[src/blt_pkg.sv]
// Constants shared by the brownout and line level tracker.
// Assumes a single 200 MHz clock and a synchronous active-low reset.
// What this block does
// - At supply turn-on, stop both startup currents before judging line brown-in.
// - Ignore line comparators whenever the supply pin is being charged.
// - Start only after brown-in held for qualify delay and supply recharged.
// - Line below brown-out runs 300 us delay, then 50 ms stop timer.
// - Stop timer expiry declares brownout and stops gate drive at once.
// - Brown-in held for qualify delay clears the stop timer.
// - Power-up line classification is low line.
// - Line-dependent changes wait until soft start and its wait period end.
// - First line cycle raises recorded maximum at each higher trip level.
// - A two-step fall marks the maximum; held peak is maximum plus two.
// - Held peak updates only after the same new peak is seen twice.
// - Held peak moves at most one level per 32 ms.
// - Line comparator changes filtered over about 253 us.
// - Line removal stops switching and waits for AC return or supply reset.
// - Clamped flyback mode enforces 590 ns minimum off time each cycle.
// - Main-switch duty limited to about 78 percent.
// - In clamped mode at high frequency the minimum off time sets the duty limit.
// - Four modes: clamped variable frequency, transition, discontinuous, skip.
package blt_pkg;
    localparam int CLK_MHZ = 200;
    localparam int SHORT_DELAY_US = 300;
    localparam int LONG_TIMER_MS = 50;
    localparam int RATE_MS = 32;
    localparam int FILTER_US = 253;
    localparam int MIN_OFF_NS = 590;
    localparam int DUTY_PCT = 78;
    localparam int QUALIFY_US = 300;
    localparam int SHORT_CYC = SHORT_DELAY_US * CLK_MHZ;
    localparam int LONG_CYC = LONG_TIMER_MS * 1000 * CLK_MHZ;
    localparam int RATE_CYC = RATE_MS * 1000 * CLK_MHZ;
    localparam int FILTER_CYC = FILTER_US * CLK_MHZ;
    localparam int QUALIFY_CYC = QUALIFY_US * CLK_MHZ;
    localparam int MIN_OFF_CYC = (MIN_OFF_NS * CLK_MHZ + 999) / 1000;
    localparam int PEAK_ADD = 2;
    localparam int FALL_STEPS = 2;
    localparam int PCT_FULL = 100;
    typedef enum logic [3:0] {
        BLT_MODE_ACF = 4'h1,
        BLT_MODE_TRANS = 4'h2,
        BLT_MODE_DCM = 4'h4,
        BLT_MODE_SKIP = 4'h8
    } blt_mode_e;
    typedef enum logic [4:0] {
        BLT_ST_CHARGE = 5'h01,
        BLT_ST_QUALIFY = 5'h02,
        BLT_ST_RECHARGE = 5'h04,
        BLT_ST_RUN = 5'h08,
        BLT_ST_FAULT = 5'h10
    } blt_state_e;
endpackage

[src/blt_top.sv]
// Brownout qualification, line peak tracking and duty limiting.
// Assumes comparator outputs arrive asynchronously from the analog side.
`timescale 1ns/10ps
`default_nettype none
module blt_top
    import blt_pkg::*;
#(
    parameter int LW = 4,
    parameter int LONG_CYCLES = LONG_CYC,
    parameter int RATE_CYCLES = RATE_CYC,
    parameter int QUALIFY_CYCLES = QUALIFY_CYC,
    parameter int SHORT_CYCLES = SHORT_CYC,
    parameter int FILTER_CYCLES = FILTER_CYC,
    parameter int PW = 16
)
(
    input wire logic mclk,
    input wire logic rst_n,
    input wire logic supply_on_cmp,
    input wire logic supply_reset_cmp,
    input wire logic supply_inhibit_cmp,
    input wire logic brown_in_cmp,
    input wire logic brown_out_cmp,
    input wire logic line_present_cmp,
    input wire logic [(1<<LW)-2:0] level_cmp,
    input wire logic soft_start_done,
    input wire logic line_changes_allowed,
    input wire logic [3:0] mode_req,
    input wire logic pwm_on_req,
    input wire logic [PW-1:0] period_cycles,
    output logic startup_current_low,
    output logic startup_current_high,
    output logic start_sequence,
    output logic brownout,
    output logic line_fault,
    output logic gate_enable,
    output logic main_gate,
    output logic high_line,
    output logic [LW-1:0] current_peak_line_level,
    output logic [LW-1:0] held_peak_line_level,
    output logic [3:0] mode
);
    localparam int NL = (1 << LW) - 1;
    localparam int NI = 6 + NL;
    localparam logic [LW-1:0] TOP = LW'(NL);

    // ************************************************
    // Input synchronisers
    // ************************************************
    logic [NI-1:0] s1;
    logic [NI-1:0] s2;
    wire [NI-1:0] raw_in = {level_cmp, line_present_cmp, brown_out_cmp, brown_in_cmp,
        supply_inhibit_cmp, supply_reset_cmp, supply_on_cmp};
    always_ff @(posedge mclk)
    begin
        if (!rst_n)
        begin
            s1 <= '0;
            s2 <= '0;
        end
        else
        begin
            s1 <= raw_in;
            s2 <= s1;
        end
    end
    wire vcc_on = s2[0];
    wire vcc_reset = s2[1];
    wire vcc_inhibit = s2[2];

    // ************************************************
    // Comparator filters
    // ************************************************
    logic [NI-4:0] filt;
    genvar g;
    generate
        for (g = 0; g < NI - 3; g = g + 1)
        begin : g_flt
            blt_filter #(.CYCLES(FILTER_CYCLES)) u_flt (
                .mclk(mclk),
                .rst_n(rst_n),
                .raw(s2[g+3]),
                .clean(filt[g])
            );
        end
    endgenerate
    logic charging;
    // Comparators are meaningless while the supply pin is being charged
    wire bi = filt[0] && !charging;
    wire bo = !filt[1] && !charging;
    wire lp = filt[2] || charging;
    wire [NL-1:0] lvl = filt[NI-4:3];

    // ************************************************
    // Startup and brownout sequencer
    // ************************************************
    blt_state_e state;
    blt_state_e next_state;
    logic [31:0] qcnt;
    logic [31:0] scnt;
    logic [31:0] lcnt;
    logic short_run;
    logic long_run;
    wire q_done = qcnt == 32'(QUALIFY_CYCLES);
    wire s_done = short_run && scnt == 32'(SHORT_CYCLES - 1);
    wire l_done = long_run && lcnt == 32'(LONG_CYCLES - 1);
    assign charging = state == BLT_ST_CHARGE || state == BLT_ST_RECHARGE;

    always_comb
    begin
        next_state = state;
        case (state)
            BLT_ST_CHARGE: if (vcc_on) next_state = BLT_ST_QUALIFY;
            BLT_ST_QUALIFY: if (q_done) next_state = BLT_ST_RECHARGE;
                else if (vcc_reset) next_state = BLT_ST_CHARGE;
            BLT_ST_RECHARGE: if (vcc_on) next_state = BLT_ST_RUN;
            BLT_ST_RUN: if (l_done || !lp) next_state = BLT_ST_FAULT;
            BLT_ST_FAULT: if (vcc_reset || (lp && !brownout && q_done))
                next_state = BLT_ST_CHARGE;
            default: next_state = BLT_ST_CHARGE;
        endcase
    end

    always_ff @(posedge mclk)
    begin
        if (!rst_n)
            state <= BLT_ST_CHARGE;
        else
            state <= next_state;
    end

    // Brown-in qualification counter, saturates at the delay
    always_ff @(posedge mclk)
    begin
        if (!rst_n || !bi)
            qcnt <= '0;
        else if (!q_done)
            qcnt <= qcnt + 1'b1;
    end

    // Short then long stop timers; a brown-out starts the short one only when both are idle
    always_ff @(posedge mclk)
    begin
        if (!rst_n || state != BLT_ST_RUN || q_done)
        begin
            short_run <= 1'b0;
            long_run <= 1'b0;
            scnt <= '0;
            lcnt <= '0;
        end
        else
        begin
            if (bo && !short_run && !long_run)
            begin
                short_run <= 1'b1;
                scnt <= '0;
            end
            else if (s_done)
            begin
                short_run <= 1'b0;
                long_run <= !bi;
            end
            else if (short_run)
                scnt <= scnt + 1'b1;
            if (long_run)
                lcnt <= lcnt + 1'b1;
        end
    end

    always_ff @(posedge mclk)
    begin
        if (!rst_n)
        begin
            brownout <= 1'b0;
            line_fault <= 1'b0;
        end
        else if (state == BLT_ST_CHARGE)
        begin
            brownout <= 1'b0;
            line_fault <= 1'b0;
        end
        else if (state == BLT_ST_RUN)
        begin
            if (l_done)
                brownout <= 1'b1;
            if (!lp)
                line_fault <= 1'b1;
        end
    end

    always_ff @(posedge mclk)
    begin
        if (!rst_n)
        begin
            startup_current_low <= 1'b0;
            startup_current_high <= 1'b0;
            start_sequence <= 1'b0;
        end
        else
        begin
            startup_current_low <= next_state inside {BLT_ST_CHARGE, BLT_ST_RECHARGE};
            startup_current_high <= next_state inside {BLT_ST_CHARGE, BLT_ST_RECHARGE}
                && vcc_inhibit;
            start_sequence <= state == BLT_ST_RECHARGE && vcc_on;
        end
    end
    assign gate_enable = state == BLT_ST_RUN && !l_done && lp;

    // ************************************************
    // Line peak tracker
    // ************************************************
    logic [LW-1:0] meas;
    logic [LW-1:0] maxv;
    logic [LW-1:0] cand;
    logic cand_valid;
    logic first_done;
    logic [31:0] rcnt;
    logic [LW-1:0] inst;
    always_comb
    begin
        inst = '0;
        for (int i = 0; i < NL; i++)
            if (lvl[i])
                inst = LW'(i + 1);
    end
    wire [LW:0] max_plus = {1'b0, maxv} + (LW+1)'(PEAK_ADD);
    wire [LW-1:0] peak_sat = max_plus > (LW+1)'(NL) ? TOP : max_plus[LW-1:0];
    wire fell = {1'b0, inst} + (LW+1)'(FALL_STEPS) <= {1'b0, maxv} && maxv != '0;
    wire rate_tick = rcnt == 32'(RATE_CYCLES - 1);
    wire allow = soft_start_done && line_changes_allowed;

    always_ff @(posedge mclk)
    begin
        if (!rst_n)
        begin
            meas <= '0;
            maxv <= '0;
            cand <= '0;
            cand_valid <= 1'b0;
            first_done <= 1'b0;
        end
        else if (!charging)
        begin
            meas <= inst;
            if (inst > maxv)
                maxv <= inst;
            else if (fell)
            begin
                maxv <= inst;
                first_done <= 1'b1;
                cand <= peak_sat;
                cand_valid <= cand == peak_sat;
            end
        end
    end

    always_ff @(posedge mclk)
    begin
        if (!rst_n || rate_tick)
            rcnt <= '0;
        else
            rcnt <= rcnt + 1'b1;
    end

    // Held peak starts at the low-line level
    always_ff @(posedge mclk)
    begin
        if (!rst_n)
            held_peak_line_level <= '0;
        else if (allow && first_done && cand_valid && rate_tick)
        begin
            if (cand > held_peak_line_level && held_peak_line_level != TOP)
                held_peak_line_level <= held_peak_line_level + 1'b1;
            else if (cand < held_peak_line_level && held_peak_line_level != '0)
                held_peak_line_level <= held_peak_line_level - 1'b1;
        end
    end

    always_ff @(posedge mclk)
    begin
        if (!rst_n)
        begin
            current_peak_line_level <= '0;
            high_line <= 1'b0;
        end
        else if (allow)
        begin
            current_peak_line_level <= meas;
            high_line <= held_peak_line_level[LW-1];
        end
    end

    // ************************************************
    // Mode and duty limiting
    // ************************************************
    wire mode_ok = mode_req inside {BLT_MODE_ACF, BLT_MODE_TRANS, BLT_MODE_DCM, BLT_MODE_SKIP};
    logic [PW-1:0] pcnt;
    // In ACF mode the duty cap is the smaller of the percentage and the fixed off-time bound; other modes use the percentage
    wire [PW+7:0] pct_on = (PW+8)'(period_cycles) * (PW+8)'(DUTY_PCT) / (PW+8)'(PCT_FULL);
    wire [PW-1:0] off_on = period_cycles > PW'(MIN_OFF_CYC) ?
        period_cycles - PW'(MIN_OFF_CYC) : '0;
    wire [PW-1:0] max_on = (mode == BLT_MODE_ACF && off_on < pct_on[PW-1:0]) ?
        off_on : pct_on[PW-1:0];
    wire end_cyc = pcnt >= period_cycles - 1'b1 || period_cycles == '0;
    always_ff @(posedge mclk)
    begin
        if (!rst_n)
            mode <= BLT_MODE_DCM;
        else if (mode_ok)
            mode <= mode_req;
    end
    always_ff @(posedge mclk)
    begin
        if (!rst_n || end_cyc)
            pcnt <= '0;
        else
            pcnt <= pcnt + 1'b1;
    end
    always_ff @(posedge mclk)
    begin
        if (!rst_n)
            main_gate <= 1'b0;
        else
            main_gate <= gate_enable && mode != BLT_MODE_SKIP && pwm_on_req
                && !end_cyc && pcnt < max_on;
    end
endmodule
`default_nettype wire

[src/blt_filter.sv]
// Glitch filter for one comparator input.
// Assumes the input is already synchronised to mclk.
`timescale 1ns/10ps
`default_nettype none
module blt_filter
    import blt_pkg::*;
#(
    parameter int CYCLES = FILTER_CYC
)
(
    input wire logic mclk,
    input wire logic rst_n,
    input wire logic raw,
    output logic clean
);
    logic [$clog2(CYCLES+1)-1:0] cnt;
    wire differs = raw != clean;
    wire done = cnt == ($clog2(CYCLES+1))'(CYCLES - 1);
    // A change must persist the full window before it is accepted
    always_ff @(posedge mclk)
    begin
        if (!rst_n)
        begin
            cnt <= '0;
            clean <= 1'b0;
        end
        else if (!differs)
            cnt <= '0;
        else if (done)
        begin
            cnt <= '0;
            clean <= raw;
        end
        else
            cnt <= cnt + 1'b1;
    end
endmodule
`default_nettype wire

[config.mk]
export PLATFORM = sky130hd
export DESIGN_NAME = blt_top
export DESIGN_NICKNAME = d
export VERILOG_FILES = /design/src/blt_pkg.sv /design/src/blt_top.sv /design/src/blt_filter.sv
export SDC_FILE = /design/constraint.sdc
export NUM_CORES = 1
export LEC_CHECK = 0
export BUFFER_PORTS_ARGS = -buffer_cell sky130_fd_sc_hd__buf_2
export CAP_MARGIN = 20
export CORE_MARGIN = 5
export CORE_UTILIZATION = 60
export DETAILED_ROUTE_END_ITERATION = 10
export PLACE_DENSITY_LB_ADDON = 0.08
export SYNTH_ARGS = -nofsm -noshare
export SYNTH_HDL_FRONTEND = slang
export SYNTH_HIERARCHICAL = 1
export SYNTH_SLANG_ARGS = --single-unit
export TNS_END_PERCENT = 50
[constraint.sdc]
create_clock -name mclk -period 55.4 [get_ports mclk]
set_input_delay 2.77 -clock mclk [delete_from_list [all_inputs] [get_ports mclk]]
set_output_delay 2.77 -clock mclk [all_outputs]
set_load 0.01 [all_outputs]
# Word-level counts from Yosys, hierarchy flattened
# Index checks and enable logic that the tools add are counted.
totals:
  in_bits: 46
  ff_bits: 532
  elab_cells: 309
classes:
  n_bitwise: 24
  eq_ne: 56
  n_mux: 31
  mul: 1
  order_cmp: 9
  n_addsub: 29
  div: 1
  reduce_logical: 97
op_table:
  columns: ["op", "n"]
  rows:
  - ["$add A16 B1 Y16 const B", 19]
  - ["$eq A16 B16 Y1 const B", 18]
  - ["$add A32 B1 Y32 const B", 4]
  - ["$mux W4", 19]
  - ["$eq A32 B16 Y1 const B", 2]
  - ["$reduce_or A3 Y1", 18]
  - ["$reduce_and A2 Y1", 24]
  - ["$eq A32 B23 Y1 const B", 1]
  - ["$eq A32 B24 Y1 const B", 1]
  - ["$lt A16 B16 Y1", 2]
  - ["$mux W16", 2]
  - ["$mux W5", 6]
  - ["$pmux W5 S5", 1]
  - ["$div A23 B7 Y24 const B", 1]
  - ["$logic_and A1 B1 Y1", 24]
  - ["$not A1 Y1", 24]
  - ["$mul A16 B6 Y22 const B", 1]
  - ["$ne A1 B1 Y1", 18]
  - ["$ge A16 B16 Y1", 1]
  - ["$gt A16 B7 Y1 const B", 1]
  - ["$logic_not A16 Y1", 1]
  - ["$sub A16 B1 Y16 const B", 1]
  - ["$sub A16 B7 Y16 const B", 1]
  - ["$reduce_bool A4 Y1", 3]
  - ["25 further kinds", 55]

# Depth between registers and ports, before layout
# Gate-level depths: netlist (run 1).
logic_depth:
  depth_word: 20
  mapped_depth: 96
  depth_no_buf: 85

# Hierarchy
# The synthesis (run 1) kept the hierarchy.
by_module_without_submodules:
  columns: ["mod", "instances", "cells_each", "area_per_inst_um2"]
  rows:
  - ["blt_top", 1, 2978, 23387.4]
  - ["blt_filter", 18, 87, 774.5]

# Least setup slack after synthesis (run 1)
# OpenSTA, ideal clock, no wires.
synth_timing:
  kind: "input port to flip-flop"
  from: "input port period_cycles[15]"
  to: "register main_gate"
  arrival_ns: 21.488
  path_slack_ns: 33.824
  path_buffers: 6
  t_required_ns: 55.312
  path_stages: 85
  cell_sequence: "clkinv_1 > fa_1 > inv_1 > ha_1 > inv_1 > fa_1 > inv_1 > ha_1 > buf_8 > and4_1 > and2_1 > a22oi_2 > a211oi_2 > a31oi_1 > or3_4 > o21a_2 > nand2_2 > clkinv_4 > [... 49 more ...] > ha_1 > o21ai_0 > nand2b_1 > a21oi_1 > o21ai_0 > a21oi_1 > a41o_1 > buf_6 > and2b_1 > a311o_1 > ha_1 > nor2b_1 > o21ai_0 > and4b_1 > o221ai_1 > a21oi_1 > nand2_1 > a211oi_1"
synth_between:
  elab_chain_len: 7
synth_rtl:
  columns: ["element", "line", "text"]
  rows:
  - ["from (decl)", "blt_top.sv:30", "input wire logic [PW-1:0] period_cycles,"]
  - ["$mul A16 B6 Y22, or another cell as far along", "blt_top.sv:299", "wire [PW+7:0] pct_on = (PW+8)'(period_cycles) * (PW+8)'(DUTY_PCT) / (PW+8)'(PCT_FULL);"]
  - ["$div A23 B7 Y24 or $mux W16 (tied branches)", "blt_top.sv:299, blt_top.sv:300", null]
  - ["$lt A16 B16 Y1", "blt_top.sv:302", "wire [PW-1:0] max_on = (mode == BLT_MODE_ACF && off_on < pct_on[PW-1:0]) ?"]
  - ["$logic_and A1 B1 Y1", "blt_top.sv:302", null]
  - ["$mux W16", "blt_top.sv:302", null]
  - ["$lt A16 B16 Y1", "blt_top.sv:325", "&& !end_cyc && pcnt < max_on;"]
  - ["$logic_and A1 B1 Y1 *", "blt_top.sv:325", null]
  - ["to (signal assigned)", "blt_top.sv:324", "main_gate <= gate_enable && mode != BLT_MODE_SKIP && pwm_on_req"]
  - ["to (decl)", "blt_top.sv:37", "output logic main_gate,"]
# Every way passes the cells marked *; elsewhere a longest branch is shown, timed or not.
# A chain may end at the register's enable or synchronous reset.

# Final worst setup path (run 1)
# Same ends and word-level chain as after synthesis.

==> reports/metrics.yaml, run 1 <==
status: "complete, no violations"
vias_per_cell: 5.995
timing.rr.end: "cand[0]"
drive_above_1_share: 0.09806
post_cts_resize_count: 0
core_area_um2: 61710
path_clk_slew_ps: 60
regToRegSetupSlack_ps: 51480
area_growth_pct: 6.030
synth_top_area_frac: 0.2853
cts_sinks: 532
fillers: 5564
dp_hpwl_mm: 67.53
num_rows: 91
grt_max_degree: 48
grt_usage: 0.2583
final_antenna_net_count: 0
port_buffers: 65
async_reset_ff_frac: 0
start_kind: "input port"
clockBufferDepth: 3
end_kind: "register"
avgSynthCellArea_um2: 8.215
ff2ff_path_depth: 24
cts_setup_buffers: 0
hold_end: "startup_current_high"
synth_edf_count: 0
setup_viol_count_final: 0
ys_seq_elements: 532
design_area_um2: 39580
yosysMostFrequentCell: "nor2_1"
synth_top_area_cell: "dfxtp_1"
start_util: 0.6049
vias: 32533
rsz0062_at_grt: "no"
layout_min_cycle_time_ps: 25620
reg2reg_from: "g_flt[4].u_flt/clean"
routedWlPerCell_um: 16.66
slew_violations: 0
finClkSkew_ps: 34.59
grt_pass1_wl_mm: 150.0
nets: 4767
syn_area_um2: 37330
critPathRequiredTime_ps: 55920
ys_types: 159
final_hold_viol_count: 0
ios: 66
drv_cap: 0
timing.final.crit_share: 0.4624
crit_fanout: 22
die_w_um: 259.4
routabilityCongestion: 0.9792
cp_slowest_cell: "o21ai_2"
min_from: "s2[2]"
ys_seq_area_frac: 0.2853
drtIter0Drc: 2519
cts_tree: "built"
clock-root-buffer: "clkbuf_16"
grt_pass1_vias: 29912
max_freq_mhz: 39.03
hold_path_depth: 1
synth_cells: 4544
die_area_um2: 67300
tns_ps: 0
wirelength_mm: 90.40
setup_ws_ps: 29780
hold_slack_ps: 432.4
critical_path_class: "in -> reg"
dpl_cell_area_um2: 37610
drc_errors: 0
synthTopCellsByCount: "nor2_1, dfxtp_1, xnor2_1"
hold_class: "reg -> reg"
overflow: 0
ctsHoldBuffers: 0
antenna_found_initial: 0
ys.flop_type: "dfxtp_1"
numCtsBuffers: 55
synth_nets: 4768
synth_area_leaders: "dfxtp_1, xnor2_1, nor2_1"
htree_levels: 2
drt_pass1_iterations: 7
pre_cts_slack_ps: 29440
relSlewSlack: 0.2451
critPathArrivalTime_ps: 26140
max_stage_delay_ps: 720
clock_latency_ps: 630
die_h_um: 259.4
tightest_slew_ps: 1118
yosys_warnings: 6
-- worst max-delay path by stage --
stage,startpoint,slack (ps),to,depth (start not counted)
floorplan,period_cycles[15],33820,main_gate,85
global placement,period_cycles[15],29960,main_gate,84
detailed placement,period_cycles[15],29440,main_gate,85
CTS,period_cycles[15],30110,main_gate,84
global route,period_cycles[15],28050,main_gate,84
finish,period_cycles[15],29780,main_gate,85
-- layer usage --
metal	wire [µm]	GRT usage
met2	40730	0.4210
met3	4759	0.03142
met1	42480	0.3645
met4	2434	0.06987
met5	0	0
-- flip-flops by register name, indices dropped and copies added (netlist names), 4 cells and up --
| register | flops |
|---|---|
| cand | 4 |
| current_peak_line_level | 4 |
| g_flt.u_flt/clean | 18 |
| g_flt.u_flt/cnt | 288 |
| held_peak_line_level | 4 |
| lcnt | 32 |
| maxv | 4 |
| meas | 4 |
| mode | 4 |
| pcnt | 16 |
| qcnt | 32 |
| rcnt | 32 |
| s1 | 21 |
| s2 | 21 |
| scnt | 32 |
| state | 5 |
-- layout by cell type (no fill, tap or decap), types with 22 or more instances in the layout --
cell,synthesis,layout
a211oi_1,34,34
a21o_1,29,29
a21oi_1,135,135
a31oi_1,31,31
and2_1,73,73
and3_1,48,48
buf_2,10,65
clkbuf_16,0,55
dfxtp_1,532,532
fa_1,28,28
ha_1,150,150
inv_1,178,178
mux2i_1,55,55
nand2_1,296,296
nand2b_1,22,22
nand3_1,270,270
nand3b_1,29,29
nand4_1,143,143
nor2_1,743,743
nor2b_1,43,43
nor3_1,129,129
nor4_1,120,119
nor4_2,21,22
o211ai_1,32,32
o21a_1,22,22
o21ai_0,92,92
or2_1,26,26
or3_1,23,23
or4b_1,37,37
xnor2_1,358,357
xor2_1,175,175
-- worst max-delay path, delay by kind of cell --
family / cells / cell delay [ps]
xor+xnor: 1 / 140
compound gates: 36 / 10600
buf+inv: 12 / 2220
simple gates: 27 / 6610
fa+ha+maj: 6 / 2430
mux: 3 / 1220
-- metrics by stage --
step / utilization / instances
after floorplan: - / 4544
after global placement: 0.6094 / 5322
after detailed placement: 0.6095 / 5323
after CTS: 0.6413 / 5426
after global routing: 0.6413 / 5426
final: 0.6414 / 5427
-- kinds of logic after synthesis --
group | Yosys count | synth area share
AOI/OAI and AO/OA | 714 | 0.1471
DFF | 532 | 0.2853
buffers and inverters | 332 | 0.05289
and+or+nand+nor | 2170 | 0.2985
adders and majority gates | 179 | 0.06556
xor gates and xnor gates | 542 | 0.1296
muxes | 75 | 0.02098
-- final cells by class --
type | count | area, µm² | area share
multi-input cells | 3680 | 24720 | 0.6246
flip-flops and latches | 532 | 10650 | 0.2691
clock buffers | 75 | 1551 | 0.03920
well taps | 837 | 1047 | 0.02646
inverters | 192 | 740.7 | 0.01871
repair buffers | 82 | 452.9 | 0.01144
clock inverters | 28 | 412.9 | 0.01043
diodes | 1 | 2.502 | 0.00006323
Power of run 1 is not shown: default switching activity piles up to over one toggle a cycle in this logic, so the estimate is an artifact.
==> inputs of run 2 (changes only) <==
--- a/config.mk
+++ b/config.mk
@@ -5,6 +5,7 @@
 export SDC_FILE = /design/constraint.sdc
 export NUM_CORES = 1
 export LEC_CHECK = 0
+export ABC_AREA = 1
 export BUFFER_PORTS_ARGS = -buffer_cell sky130_fd_sc_hd__buf_2
 export CAP_MARGIN = 20
 export CORE_MARGIN = 5
==> constraint.sdc (replaced) <==
create_clock -name mclk -period 25.3 [get_ports mclk]
set_input_delay 1.265 -clock mclk [delete_from_list [all_inputs] [get_ports mclk]]
set_output_delay 1.265 -clock mclk [all_outputs]
set_load 0.01 [all_outputs]
==> run 2 against run 1 <==
Via count grew 15%. Clock skew rose by 30 ps. Critical path depth grew 49.
==> reports/metrics.yaml, run 2 <==
grt_max_degree: 47
largest_register: "g_flt.u_flt/cnt"
cts_sinks: 532
startpoint: "period_cycles[7]"
setup_viol_count_final: 0
cp_common_cell: "nand2_1"
slew_violations: 0
tns_ps: 0
vias_per_cell: 5.224
wl_met2_mm: 45.03
post_cts_resize_count: 0
synthTopCellsByCount: "nand2_1, inv_1, nor2_1"
numCtsBuffers: 58
path_buf_inv: 16
drt_pass1_iterations: 6
syn_area_um2: 41440
die_area_um2: 74420
wl_met3_mm: 3.906
drc_errors: 0
vias: 37546
die_w_um: 272.8
timing.final.crit_share: 0.8413
crit_fanout: 31
largest_reg_flops: 288
relSlewSlack: 0.2962
num_antenna_cells: 0
max_stage_delay_ps: 570
grt_pass1_wl_mm: 164.4
synth_edf_count: 0
start_util: 0.6042
yosys_warnings: 6
max_freq_mhz: 46.98
layout_min_cycle_time_ps: 21290
ios: 66
rsz0062_at_grt: "no"
hold_class: "reg -> reg"
core_area_um2: 68590
ff2ff_path_depth: 27
async_reset_ff_frac: 0
ys_seq_area_frac: 0.2570
critPathArrivalTime_ps: 21840
drtIter0Drc: 2254
cts_setup_buffers: 0
overflow: 0
path_delay_family: "simple AND/OR/NAND/NOR gates"
min_from: "s1[8]"
reg2reg_from: "qcnt[0]"
synth_nets: 6375
clock_latency_ps: 630
die_h_um: 272.8
avgSynthCellArea_um2: 6.737
grt_usage: 0.2533
synth_cells: 6151
area_growth_pct: 6.181
critical_path_class: "in -> reg"
drive_above_1_share: 0.1690
yosysMostFrequentCell: "nand2_1"
status: "complete, no violations"
ys_seq_elements: 532
routedWlPerCell_um: 13.43
met1_length_mm: 45.69
routabilityCongestion: 0.9618
end_kind: "register"
hold_path_depth: 2
antenna_found_initial: 2
synth_area_leaders: "dfxtp_1, nand2_1, inv_1"
dp_hpwl_mm: 76.14
num_rows: 96
grt_pass1_vias: 34790
final_hold_viol_count: 0
path_clk_slew_ps: 60
synth_top_area_frac: 0.2570
nets: 6434
clockBufferDepth: 3
cp_num_cells: 134
start_kind: "input port"
finClkSkew_ps: 64.89
final_common_cell: "nand2_1"
port_buffers: 65
drv_cap: 0
wirelength_mm: 96.53
cp_slowest_cell: "fa_1"
ctsHoldBuffers: 0
topRoutingLayerUsed: "met5"
ys.flop_type: "dfxtp_1"
ys_types: 88
layout_common_cells: "nand2_1, inv_1, nor2_1, dfxtp_1, nand3_1"
final_antenna_net_count: 0
synth_top_area_cell: "dfxtp_1"
tightest_slew_ps: 1052
htree_levels: 2
cts_tree: "built"
critPathRequiredTime_ps: 25850
clock-root-buffer: "clkbuf_16"
run 2: changes by cell type after synthesis, sizes merged, moves of 40 or more:
cell,previous run,this run
a21oi,150,327
nand2,304,1717
nand3,274,543
nand4,145,230
or4b,40,0
and2,80,4
mux2i,58,0
and3,63,2
a21o,41,1
inv,189,893
nor4,143,54
nor2b,43,0
xnor2,364,50
nor2,747,981
run 2: cell type report:
class | count | area [µm²]
clock inverter | 24 | 244.0
timing repair buffer | 76 | 410.4
multi-input combinational | 4627 | 26280
sequential | 532 | 10650
clock buffer | 82 | 1682
inverter | 915 | 3566
fill | 6460 | 24590
tap | 931 | 1165
run 2: metrics by stage:
step / worst slack [ps] / utilization / hold WS (ps) / area [µm²] / std cells
6_report: 4015 / 0.6415 / 411.4 / 44000 / 7187
5_1_grt: 1915 / 0.6415 / 427.2 / 44000 / 7187
4_1_cts: 4090 / 0.6415 / 414.5 / 44000 / 7187
3_5_place_dp: 3483 / 0.6134 / 400.0 / 42070 / 7081
3_3_place_gp: 4057 / 0.6134 / 392.2 / 42070 / 7081
2_1_floorplan: 8123 / - / 390.5 / 41440 / 6151
run 2: routing by layer:
metal	global-route usage	vias up
met1	0.3441	16914
met2	0.4363	687
met4	0.05577	4
li1	-	19809
met3	0.02774	132
met5	0	-
run 2: path summary, 6_finish.rpt:
check,end,slack (ps)
max,main_gate,4010
max reg2reg,qcnt[31],21180
min reg2reg,s2[8],410
min,s2[8],410
run 2: cells by family after synthesis:
group,after synthesis,share of synthesized area
flops,532,0.2570
buf+inv,992,0.1089
compound gates,545,0.07579
fa+ha+maj,178,0.05882
simple gates,3679,0.4512
xor+xnor,225,0.04828
run 2: worst reg2reg max path: cells and delay by family, from the launching register on:
family	cells	cell delay, ps
compound gates	1	110
buf+inv	9	730
flops	1	330
simple gates	17	2870
Power of run 2 is left out for the same reason.
